### config.mk
export PLATFORM = sky130hd
export DESIGN_NAME = rxbui_top
export DESIGN_NICKNAME = d
export VERILOG_FILES = /design/src/rxbui_pkg.sv /design/src/rxbui_cal_page.sv /design/src/rxbui_top.sv
export SDC_FILE = /design/constraint.sdc
export NUM_CORES = 1
export LEC_CHECK = 0
export BUFFER_PORTS_ARGS = -buffer_cell sky130_fd_sc_hd__buf_2
export CAP_MARGIN = 20
export CORE_AREA = 2 2 474 476
export DETAILED_ROUTE_END_ITERATION = 8
export DIE_AREA = 0 0 476 478
export GPL_ROUTABILITY_DRIVEN = 0
export PLACE_DENSITY_LB_ADDON = 0.25
export SKIP_LAST_GASP = 1
export SLEW_MARGIN = 10
export SYNTH_ARGS = -nofsm -noshare
export SYNTH_HDL_FRONTEND = slang
export SYNTH_SLANG_ARGS = --single-unit
export TNS_END_PERCENT = 5
### constraint.sdc
create_clock -name MCLK -period 2.9 [get_ports MCLK]
set_clock_uncertainty 0.1 [all_clocks]
set_input_delay 0.87 -clock MCLK [delete_from_list [all_inputs] [get_ports MCLK]]
set_output_delay 0.87 -clock MCLK [all_outputs]
set_load 0.01 [all_outputs]
### src/rxbui_pkg.sv
// rxbui_pkg: constants shared by the receive burst user interface block.
// assumes one clock domain (MCLK, 100 MHz) and eight 64-bit words per symbol.
package rxbui_pkg;

    // symbol geometry: eight words of 64 bits
    localparam int unsigned WORD_W    = 64;
    localparam int unsigned NUM_WORDS = 8;
    localparam int unsigned DATA_W    = WORD_W * NUM_WORDS;
    localparam int unsigned CNT_W     = 4;
    localparam int unsigned NVAL_W    = 2 * CNT_W;

    // calendar: pages of 16 flow-control bits; legal page counts are 1, 2, 4, 8, 16
    localparam int unsigned CAL_PAGE_W = 16;
    localparam int unsigned CAL_PAGES  = 4;
    localparam int unsigned CAL_PTR_W  = 4;
    localparam int unsigned CAL_W      = CAL_PAGE_W * CAL_PAGES;

    // position flag codes
    localparam logic [1:0] POS_NONE = 2'h0;
    localparam logic [1:0] POS_B63  = 2'h2;
    localparam logic [1:0] POS_B31  = 2'h1;

    // packet end codes
    localparam logic [3:0] EOP_NONE  = 4'h0;
    localparam logic [3:0] EOP_ERROR = 4'h1;
    localparam logic       EOP_GOOD  = 1'b1;

    // valid word counts
    localparam logic [CNT_W-1:0] NV_ZERO = 4'h0;
    localparam logic [CNT_W-1:0] NV_FULL = 4'h8;
    localparam logic [CNT_W-1:0] NV_HALF = 4'h4;

    // register bus
    localparam int unsigned ADDR_W = 8;
    localparam int unsigned REG_W  = 32;
    localparam logic [ADDR_W-1:0] REG_CTRL    = 8'h00;
    localparam logic [ADDR_W-1:0] REG_STATUS  = 8'h04;
    localparam logic [ADDR_W-1:0] REG_CLEAR   = 8'h08;
    localparam logic [ADDR_W-1:0] REG_IRQ_EN  = 8'h0C;
    localparam logic [ADDR_W-1:0] REG_PKT_CNT = 8'h10;
    localparam logic [ADDR_W-1:0] REG_ERR_CNT = 8'h14;

    // control and event bit positions
    localparam int unsigned CTRL_EN_BIT = 0;
    localparam int unsigned EV_W        = 4;
    localparam int unsigned EV_PKT_OK   = 0;
    localparam int unsigned EV_PKT_ERR  = 1;
    localparam int unsigned EV_CAL_DONE = 2;
    localparam int unsigned EV_FRAMING  = 3;

    // reset values
    localparam logic [REG_W-1:0] CTRL_RST   = 32'h0000_0001;
    localparam logic [EV_W-1:0]  EV_RST     = 4'h0;
    localparam logic [REG_W-1:0] CNT_RST    = 32'h0000_0000;
    localparam logic [REG_W-1:0] RDATA_ZERO = 32'h0000_0000;

endpackage

### src/rxbui_cal_page.sv
// rxbui_cal_page: one 16-bit page of the flow-control calendar.
// assumes the load strobe is already qualified by the page pointer.
`timescale 1ns/1ns
module rxbui_cal_page
    import rxbui_pkg::*;
(
    input  wire logic                  MCLK,
    input  wire logic                  NRST,
    input  wire logic                  LOAD,
    input  wire logic [CAL_PAGE_W-1:0] BITS_IN,
    output      logic [CAL_PAGE_W-1:0] PAGE
);

    logic [CAL_PAGE_W-1:0] page_q;

    // holds its bits until the same page comes round again
    always_ff @(posedge MCLK or negedge NRST) begin
        if (!NRST) begin
            page_q <= '0;
        end else if (LOAD) begin
            page_q <= BITS_IN;
        end
    end

    assign PAGE = page_q;

endmodule

### src/rxbui_top.sv
// rxbui_top: receive burst user interface, presents decoded symbols to user logic.
// assumes the link side hands over one decoded symbol per cycle on MCLK,
// with per-word idle/control marks, and control words for the calendar.
//
// Decided for this implementation: strobed register access and the register offsets.
`timescale 1ns/1ns
module rxbui_top
    import rxbui_pkg::*;
(
    input  wire logic                 MCLK,
    input  wire logic                 NRST,
    // decoded symbol from the link side
    input  wire logic                 LNK_VALID,
    input  wire logic [DATA_W-1:0]    LNK_WORDS,
    input  wire logic [CNT_W-1:0]     LNK_NUM_VALID,
    input  wire logic [NUM_WORDS-1:0] LNK_IDLE,
    input  wire logic [NUM_WORDS-1:0] LNK_CTRL,
    input  wire logic                 LNK_SOB_B63,
    input  wire logic                 LNK_SOB_B31,
    input  wire logic                 LNK_SOP_B63,
    input  wire logic                 LNK_SOP_B31,
    input  wire logic                 LNK_EOB,
    input  wire logic                 LNK_EOP,
    input  wire logic                 LNK_EOP_ERR,
    input  wire logic [2:0]           LNK_EOP_BYTES,
    // control words carrying calendar bits
    input  wire logic                 LNK_FC_VALID,
    input  wire logic                 LNK_FC_FIRST,
    input  wire logic [CAL_PAGE_W-1:0] LNK_FC_BITS,
    // user data side
    output      logic [DATA_W-1:0]    RX_DOUT_WORDS,
    output      logic [NVAL_W-1:0]    RX_NUM_VALID,
    output      logic [1:0]           RX_SOB,
    output      logic [1:0]           RX_SOP,
    output      logic                 RX_EOB,
    output      logic [3:0]           RX_EOPBITS,
    output      logic                 RX_ERR,
    output      logic [CAL_W-1:0]     RX_CALENDAR,
    // register port
    input  wire logic [ADDR_W-1:0]    REG_ADDR,
    input  wire logic [REG_W-1:0]     REG_WDATA,
    input  wire logic                 REG_WR,
    input  wire logic                 REG_RD,
    output      logic [REG_W-1:0]     REG_RDATA,
    output      logic                 IRQ
);

    // software-visible state
    logic [REG_W-1:0] ctrl_q;
    logic [EV_W-1:0]  status_q;
    logic [EV_W-1:0]  irq_en_q;
    logic [REG_W-1:0] pkt_cnt_q;
    logic [REG_W-1:0] err_cnt_q;
    logic [REG_W-1:0] rdata_q;

    // output registers
    logic [DATA_W-1:0] dout_q;
    logic [NVAL_W-1:0] nval_q;
    logic [1:0]        sob_q;
    logic [1:0]        sop_q;
    logic              eob_q;
    logic [3:0]        eopbits_q;
    logic              err_q;

    // calendar pointer and framing tracker
    logic [CAL_PTR_W-1:0] cal_ptr_q;
    logic [CAL_PTR_W-1:0] cal_ptr_d;
    logic [CAL_PTR_W-1:0] cal_slot;
    logic                 cal_done;
    logic                 in_pkt_q;

    // combinational values for the next symbol
    logic                 take;
    logic [DATA_W-1:0]    dout_d;
    logic [NVAL_W-1:0]    nval_d;
    logic [1:0]           sob_d;
    logic [1:0]           sop_d;
    logic [3:0]           eopbits_d;
    logic                 ev_ok;
    logic                 ev_err;
    logic                 ev_framing;
    logic [EV_W-1:0]      ev_vec;
    logic [EV_W-1:0]      clr_vec;
    logic                 any_sop;

    // the symbol is passed on only while software has the path enabled
    // a refused symbol still clears the outputs, so nothing stale is shown twice
    assign take    = LNK_VALID & ctrl_q[CTRL_EN_BIT];
    assign any_sop = LNK_SOP_B63 | LNK_SOP_B31;

    // word masking: idle and control words are zeroed so nothing stale leaks out
    always_comb begin
        dout_d = '0;
        for (int i = 0; i < NUM_WORDS; i++) begin
            // word 0 of the symbol sits in the top lane, the last in the bottom lane
            if (take && !LNK_IDLE[NUM_WORDS-1-i] && !LNK_CTRL[NUM_WORDS-1-i]) begin
                dout_d[(NUM_WORDS-1-i)*WORD_W +: WORD_W] =
                    LNK_WORDS[(NUM_WORDS-1-i)*WORD_W +: WORD_W];
            end
        end
    end

    // valid word count: upper nibble for the full bus, lower for the low half
    // the lower nibble reads four only for a full count of eight, and zero for any other count
    always_comb begin
        nval_d = {NV_ZERO, NV_ZERO};
        if (take) begin
            nval_d[NVAL_W-1:CNT_W] = LNK_NUM_VALID;
            if (LNK_NUM_VALID == NV_FULL) begin
                nval_d[CNT_W-1:0] = NV_HALF;
            end
        end
    end

    // start positions; byte 63 wins if the link ever flags both
    always_comb begin
        sob_d = POS_NONE;
        sop_d = POS_NONE;
        if (take) begin
            if (LNK_SOB_B63) begin
                sob_d = POS_B63;
            end else if (LNK_SOB_B31) begin
                sob_d = POS_B31;
            end
            if (LNK_SOP_B63) begin
                sop_d = POS_B63;
            end else if (LNK_SOP_B31) begin
                sop_d = POS_B31;
            end
        end
    end

    // packet end code; an error end carries no byte count
    always_comb begin
        eopbits_d = EOP_NONE;
        if (take && LNK_EOP) begin
            if (LNK_EOP_ERR) begin
                eopbits_d = EOP_ERROR;
            end else begin
                eopbits_d = {EOP_GOOD, LNK_EOP_BYTES};
            end
        end
    end

    // events seen on accepted symbols
    assign ev_ok      = take & LNK_EOP & ~LNK_EOP_ERR;
    assign ev_err     = take & LNK_EOP & LNK_EOP_ERR;
    // packet end outside a packet, or a second start inside one
    // only reported: the symbol still goes out, user logic decides what to drop
    assign ev_framing = take &
                        ((LNK_EOP & ~in_pkt_q & ~any_sop) | (any_sop & in_pkt_q & ~LNK_EOP));

    // data path registers: every user output changes only on the clock edge
    always_ff @(posedge MCLK or negedge NRST) begin
        if (!NRST) begin
            dout_q    <= '0;
            nval_q    <= '0;
            sob_q     <= POS_NONE;
            sop_q     <= POS_NONE;
            eopbits_q <= EOP_NONE;
        end else begin
            dout_q    <= dout_d;
            nval_q    <= nval_d;
            sob_q     <= sob_d;
            sop_q     <= sop_d;
            eopbits_q <= eopbits_d;
        end
    end

    // burst end and packet error; the error is only raised beside a burst end
    always_ff @(posedge MCLK or negedge NRST) begin
        if (!NRST) begin
            eob_q <= 1'b0;
            err_q <= 1'b0;
        end else begin
            eob_q <= take & LNK_EOB;
            err_q <= take & LNK_EOB & LNK_EOP & LNK_EOP_ERR;
        end
    end

    // packet tracker for the framing check
    always_ff @(posedge MCLK or negedge NRST) begin
        if (!NRST) begin
            in_pkt_q <= 1'b0;
        end else if (take) begin
            if (LNK_EOP) begin
                // a start after an end in the same symbol opens a new packet
                in_pkt_q <= any_sop & (LNK_SOP_B31 | ~LNK_SOP_B63);
            end else if (any_sop) begin
                in_pkt_q <= 1'b1;
            end
        end
    end

    // calendar page pointer: restarts on the first control word of a round
    // the slot is found first, so that a one-page calendar wraps as well
    always_comb begin
        cal_slot  = LNK_FC_FIRST ? '0 : cal_ptr_q;
        cal_ptr_d = cal_ptr_q;
        cal_done  = 1'b0;
        if (LNK_FC_VALID) begin
            if (cal_slot == CAL_PTR_W'(CAL_PAGES - 1)) begin
                cal_ptr_d = '0;
            end else begin
                cal_ptr_d = cal_slot + CAL_PTR_W'(1);
            end
            // the round is complete when the last page is written
            cal_done = (cal_slot == CAL_PTR_W'(CAL_PAGES - 1));
        end
    end

    always_ff @(posedge MCLK or negedge NRST) begin
        if (!NRST) begin
            cal_ptr_q <= '0;
        end else begin
            cal_ptr_q <= cal_ptr_d;
        end
    end

    // one page register per calendar page; the bus runs free of the data valid
    for (genvar p = 0; p < CAL_PAGES; p++) begin : g_page
        logic load_p;
        // page 0 is the most significant slice, so the first control word lands on top
        assign load_p = LNK_FC_VALID &&
                        (cal_slot == CAL_PTR_W'(p));
        rxbui_cal_page u_page (
            .MCLK    (MCLK),
            .NRST    (NRST),
            .LOAD    (load_p),
            .BITS_IN (LNK_FC_BITS),
            .PAGE    (RX_CALENDAR[(CAL_PAGES-1-p)*CAL_PAGE_W +: CAL_PAGE_W])
        );
    end

    // control register: bit 0 opens the data path
    always_ff @(posedge MCLK or negedge NRST) begin
        if (!NRST) begin
            ctrl_q <= CTRL_RST;
        end else if (REG_WR && REG_ADDR == REG_CTRL) begin
            ctrl_q <= REG_WDATA;
        end
    end

    // interrupt enable register, same layout as status
    always_ff @(posedge MCLK or negedge NRST) begin
        if (!NRST) begin
            irq_en_q <= EV_RST;
        end else if (REG_WR && REG_ADDR == REG_IRQ_EN) begin
            irq_en_q <= REG_WDATA[EV_W-1:0];
        end
    end

    // sticky status; an event in the clearing cycle survives the clear
    // a one in the clear word removes only that bit, zeros leave the rest alone
    always_comb begin
        ev_vec              = '0;
        ev_vec[EV_PKT_OK]   = ev_ok;
        ev_vec[EV_PKT_ERR]  = ev_err;
        ev_vec[EV_CAL_DONE] = cal_done;
        ev_vec[EV_FRAMING]  = ev_framing;
        clr_vec             = (REG_WR && REG_ADDR == REG_CLEAR) ? REG_WDATA[EV_W-1:0] : '0;
    end

    always_ff @(posedge MCLK or negedge NRST) begin
        if (!NRST) begin
            status_q <= EV_RST;
        end else begin
            status_q <= (status_q & ~clr_vec) | ev_vec;
        end
    end

    // packet counters; a write of any value zeroes them, unless a packet ends then
    // they wrap silently: software is expected to read them often enough
    always_ff @(posedge MCLK or negedge NRST) begin
        if (!NRST) begin
            pkt_cnt_q <= CNT_RST;
        end else if (ev_ok) begin
            pkt_cnt_q <= (REG_WR && REG_ADDR == REG_PKT_CNT) ? REG_W'(1) : pkt_cnt_q + REG_W'(1);
        end else if (REG_WR && REG_ADDR == REG_PKT_CNT) begin
            pkt_cnt_q <= CNT_RST;
        end
    end

    always_ff @(posedge MCLK or negedge NRST) begin
        if (!NRST) begin
            err_cnt_q <= CNT_RST;
        end else if (ev_err) begin
            err_cnt_q <= (REG_WR && REG_ADDR == REG_ERR_CNT) ? REG_W'(1) : err_cnt_q + REG_W'(1);
        end else if (REG_WR && REG_ADDR == REG_ERR_CNT) begin
            err_cnt_q <= CNT_RST;
        end
    end

    // read data stands one cycle after the strobe and only there
    // reads have no side effects, so polling the status never loses an event
    always_ff @(posedge MCLK or negedge NRST) begin
        if (!NRST) begin
            rdata_q <= RDATA_ZERO;
        end else if (REG_RD) begin
            unique case (REG_ADDR)
                REG_CTRL:    rdata_q <= ctrl_q;
                REG_STATUS:  rdata_q <= {{(REG_W-EV_W){1'b0}}, status_q};
                REG_IRQ_EN:  rdata_q <= {{(REG_W-EV_W){1'b0}}, irq_en_q};
                REG_PKT_CNT: rdata_q <= pkt_cnt_q;
                REG_ERR_CNT: rdata_q <= err_cnt_q;
                // clear register is write-only; unmapped reads return zero
                default:     rdata_q <= RDATA_ZERO;
            endcase
        end else begin
            rdata_q <= RDATA_ZERO;
        end
    end

    // outputs
    assign RX_DOUT_WORDS = dout_q;
    assign RX_NUM_VALID  = nval_q;
    assign RX_SOB        = sob_q;
    assign RX_SOP        = sop_q;
    assign RX_EOB        = eob_q;
    assign RX_EOPBITS    = eopbits_q;
    assign RX_ERR        = err_q;
    assign REG_RDATA     = rdata_q;
    // level interrupt, combinational from two registers
    // it drops on the same edge that writes the clear or enable register
    assign IRQ           = |(status_q & irq_en_q);

endmodule

# Word level (Yosys, flattened, before mapping)
# Cells that the tools add are included.
# classes
n_reduce_logical	49
n_mux	32
eq_ne	9
add_sub_neg	3
bitwise	25
# ops
operator	n
64-bit 2-to-1 mux	8
32-bit 2-to-1 mux	7
32-bit case mux with 5 select lines	1
32-bit by 1-bit adder with 32-bit output, second input constant	2
1-bit logical AND	26
4-bit 2-to-1 mux	5
8-bit by 4-bit equality test with 1-bit output, second input constant	2
8-bit by 5-bit equality test with 1-bit output, second input constant	2
1-bit logical NOT	16
1-bit AND	13
4-bit AND	2
4-bit by 2-bit equality test with 1-bit output, second input constant	2
8-bit by 3-bit equality test with 1-bit output, second input constant	1
8-bit logical NOT	1
2-bit 2-to-1 mux	4
8-bit 2-to-1 mux	1
2-bit nonzero test	3
1-bit 2-to-1 mux	5
1-bit inverter	5
4-bit by 1-bit adder with 4-bit output, second input constant	1
4-bit by 1-bit equality test with 1-bit output, second input constant	1
4-bit equality test, second input constant	1
4-bit logical NOT	1
4-bit inverter	1
5 further kinds	7
# totals
inputBits	605
reg_bits	735
wordCells	137
output_inout_bits	627

# Longest topological paths before layout
# logic_depth
depth_word	6
depth_mapped	7
ltp_nobuf	5

# Hierarchy
# A second synthesis with hierarchy kept.
# unflattened
cells_unflattened	1921
area_unflattened_um2	26223.9
# modules_own_cells
module	instances	cells_per_inst	area_each_um2	seq_area_each_um2
rxbui_top	1	1785	23626.4	16717.3
rxbui_cal_page	4	34	649.4	400.4

# Worst setup path before layout
# OpenSTA, ideal clock, no wires.
# synth_path
kind	input to register
start	input LNK_FC_FIRST
end	register g_page[0].u_page.page_q[10]
cell_stages	6
slack_ns	0.466
arrival_time_ns	2.209
n_path_buf	1
cell_sequence	nor2b_1 -> inv_1 -> ha_1 -> nand2_1 -> clkbuf_1 -> mux2_2
# synth_between
elab_chain_len	3
# synth_rtl
element	line	source
start, declared	rxbui_top.sv:28	input wire logic LNK_FC_FIRST,
4-bit 2-to-1 mux	rxbui_top.sv:198	cal_slot = LNK_FC_FIRST ? '0 : cal_ptr_q;
4-bit logical NOT	rxbui_top.sv:225	(cal_slot == CAL_PTR_W'(p));
1-bit logical AND	rxbui_top.sv:224	assign load_p = LNK_FC_VALID &&
end signal, assigned	rxbui_cal_page.sv:19	page_q <= '0;
end signal, assigned	rxbui_cal_page.sv:21	page_q <= BITS_IN;
end, declared	rxbui_cal_page.sv:14	logic [CAL_PAGE_W-1:0] page_q;
# No other way between the ends.
# A chain may end at the register's enable or synchronous reset.

# Final worst setup path
# layout_path
start	register status_q[2]
end	output IRQ
# layout_between
elab_chain_len	2
# layout_rtl
element	line	source
start, declared	rxbui_top.sv:50	logic [EV_W-1:0] status_q;
start signal, assigned	rxbui_top.sv:268	status_q <= (status_q & ~clr_vec) | ev_vec;
4-bit AND	rxbui_top.sv:325	assign IRQ = |(status_q & irq_en_q);
4-bit OR reduction	rxbui_top.sv:325	
end, declared	rxbui_top.sv:45	output logic IRQ
# No other way between the ends.

==> results.toml <==
[status]
status = "complete, no violations"

[die]
die_h_um = 478
rows = 174
design.die.area_um2 = 228000
initial_core_util = 0.117
dieWidth_um = 476
pin_count = 1232
core_um2 = 223000

[synthesis]
ys_seq_area_frac = 0.701
yosysTopAreaCell = "dfrtp_1"
synth_cell_types = 54
synth_area_leaders = "dfrtp_1 70%, and2_1 12%, mux2_2 5.3%"
async_flop_share = 1.00
yosys-top-cells-count = "731 x dfrtp_1, 521 x and2_1, 124 x mux2_2"
netlist_instances = 1934
yosysWarnings = 0
synth_top_area_frac = 0.700
ys_seq_elements = 732
avgSynthCellArea_um2 = 13.5
synth_top_flop_cell = "dfrtp_1"
synth_edf_count = 0
netlist_area_um2 = 26100
synthMostInstantiatedCell = "dfrtp_1"

[setup_path]
regToRegSetupSlack_ns = 0.53
r2r-end = "err_cnt_q[16]"
end_kind = "primary output"
arrival_ns = 1.75
startpoint_type = "flip-flop"
criticalPathCategory = "flip-flop to primary output"
r2r_cells = 6
cp.required_ns = 1.93
r2r-start = "ctrl_q[0]"
path_max_fanout = 3

[grt]
busiest_layer = "met2"
use_met1 = 0.162
grtUsageMet3 = 0.0880
grt_pass1_vias = 22500
antenna_found_initial = 157
grt_max_degree = 87
overflow = 0
grtUsageMet2 = 0.285
grt_pass1_wl_um = 237000
grtUsageTotal = 0.161

[sta]
period_needed_ns = 2.72
slew-limit-headroom = 0.616
hold_violations = 0
slew_viol_final = 0
fin_setup_tns_ns = 0
timing.final.crit_share = 0.937
rsz0062_at_grt = "no"
max_clock_freq_ghz = 0.368
fin_ws_ns = 0.183
tightest_slew_ns = 0.570
setup_viol = 0

[power]
sequentialPowerShare = 0.422
p_sw_mw = 6.70
p_per_area_nw_per_um2 = 644
peakVddDrop_v = 0.000451
leakagePower_nw = 21.0
switching_share = 0.258
p_int_mw = 19.2
p_comb_frac = 0.086
power.share.clock = 0.492

[job]
maxCapViolCount = 0

[drt]
drc = 0
drtPass1Iterations = 5
drtAntennaViolNets = 0
vias = 21300
wirelength_um = 187000
first_iter_violations = 1006
wire_per_inst_um = 29.3
viasPerCell = 3.34

[layout]
nets = 3872
syn2layout_area_growth_pct = 54.0
drive_above_1_share = 0.486
fillers = 24900
stdcell_area_um2 = 40200
fin_util = 0.180

[clock_tree]
clock_latency_ns = 0.74
clk_pin_slew_worst_paths_ns = 0.06
cts_buffers = 99
cts_tree = "built"
cts_setup_buffers = 0
cts_buffer_depth = 3
htree_levels = 3
cts_sinks = 732
cts-root-buf = "clkbuf_16"

[placement]
pre_cts_ws_ns = 0.0108
dp_hpwl_um = 159000
placed_area_um2 = 36800
port_buffers = 1228

[worst_hold_path]
hold_path_class = "primary input to flip-flop"
min_from = "LNK_WORDS[392]"
hold-path-cell-count = 2
min_to = "RX_DOUT_WORDS[392]"
## metrics by stage
stage,hold WS [ns],power (mW),instances
after floorplan,0.354,11.8,1936
after CTS,0.125,26.6,6334
after detailed placement,0.388,13.4,6151
final,0.210,25.9,6367
after global routing,0.190,27.1,6349
after global placement,0.384,13.4,6151
## layer usage
layer  routed length [um]  part of all wire
met5                  873            0.0047
met4                 5120             0.027
met3                23100              0.12
met2                94400              0.51
met1                63200              0.34
## flip-flops by register name (all words and copies together) (netlist names)
name / count
RX_EOPBITS: 4
RX_ERR: 1
g_page.u_page.PAGE: 64
cal_ptr_q: 4
RX_EOB: 1
RX_NUM_VALID: 5
in_pkt_q: 1
irq_en_q: 4
REG_RDATA: 32
RX_DOUT_WORDS: 512
status_q: 4
pkt_cnt_q: 32
ctrl_q: 32
RX_SOB: 2
err_cnt_q: 32
RX_SOP: 2
## power groups by stage
stage | clock [mW] | combinational [mW] | sequential, mW
after floorplan | 0 | 0.529 | 11.3
after global placement | 0 | 2.27 | 11.1
after detailed placement | 0 | 2.27 | 11.1
after CTS | 13.3 | 2.28 | 10.9
after global routing | 13.7 | 2.44 | 11.0
final | 12.8 | 2.22 | 10.9
## critical path, stage by stage (launching register included)
cell	delay (ns)
dfrtp_1	0.45
a22oi_1	0.18
nand2_1	0.18
buf_2	0.19
## kinds of logic after synthesis
| family | count (synthesis) | synth area share |
|---|---|---|
| simple gates | 784 | 0.179 |
| buf+inv | 120 | 0.0193 |
| xor+xnor | 17 | 0.00570 |
| flops | 732 | 0.701 |
| other cells | 1 | 0.000144 |
| fa+ha+maj | 6 | 0.00287 |
| compound gates | 139 | 0.0342 |
| mux | 135 | 0.0577 |
## how the worst max path moves through the flow
stage,startpoint,to,slack [ns]
detailed placement,LNK_EOP_ERR,pkt_cnt_q[16],0.01
CTS,status_q[2],IRQ,0.11
global placement,LNK_EOP_ERR,pkt_cnt_q[12],0.05
floorplan,LNK_FC_FIRST,g_page[0].u_page.PAGE[10],0.47
global route,status_q[2],IRQ,0.08
finish,status_q[2],IRQ,0.18
## area by class of cell
| type | count | area (um2) | area share |
|---|---|---|---|
| clock inverters | 32 | 419 | 0.0104 |
| inverters | 19 | 71.3 | 0.00177 |
| multi-input cells | 1084 | 7350 | 0.183 |
| repair buffers | 1325 | 7310 | 0.182 |
| well taps | 2992 | 3740 | 0.0930 |
| diodes | 33 | 82.6 | 0.00205 |
| clock buffers | 150 | 2930 | 0.0729 |
| flip-flops and latches | 732 | 18300 | 0.455 |
## what timing repair did
item / 4_1_cts / 5_1_grt
hold buffers: 1 / 0
endpoints found under the hold margin: 11 / 0
gates resized for setup: 0 / 0
## layout by cell type, fill, tap and decap left out, types with 13 or more instances in the layout
cell          n
and2_1      521
nor4_1       13
o31ai_1      26
buf_4        62
mux2_2      124
nand4_1      17
clkbuf_16   101
or4_1        24
and3_1       18
inv_1        18
dfrtp_1     731
nor2_1       50
nand3_1      26
buf_12       34
clkbuf_1     27
diode_2      33
clkbuf_8     22
buf_2      1227
nand2_1      53
o21ai_0      17
a21oi_1      46
a22oi_1      33
Note: power is estimated with default switching activity, not from simulation.
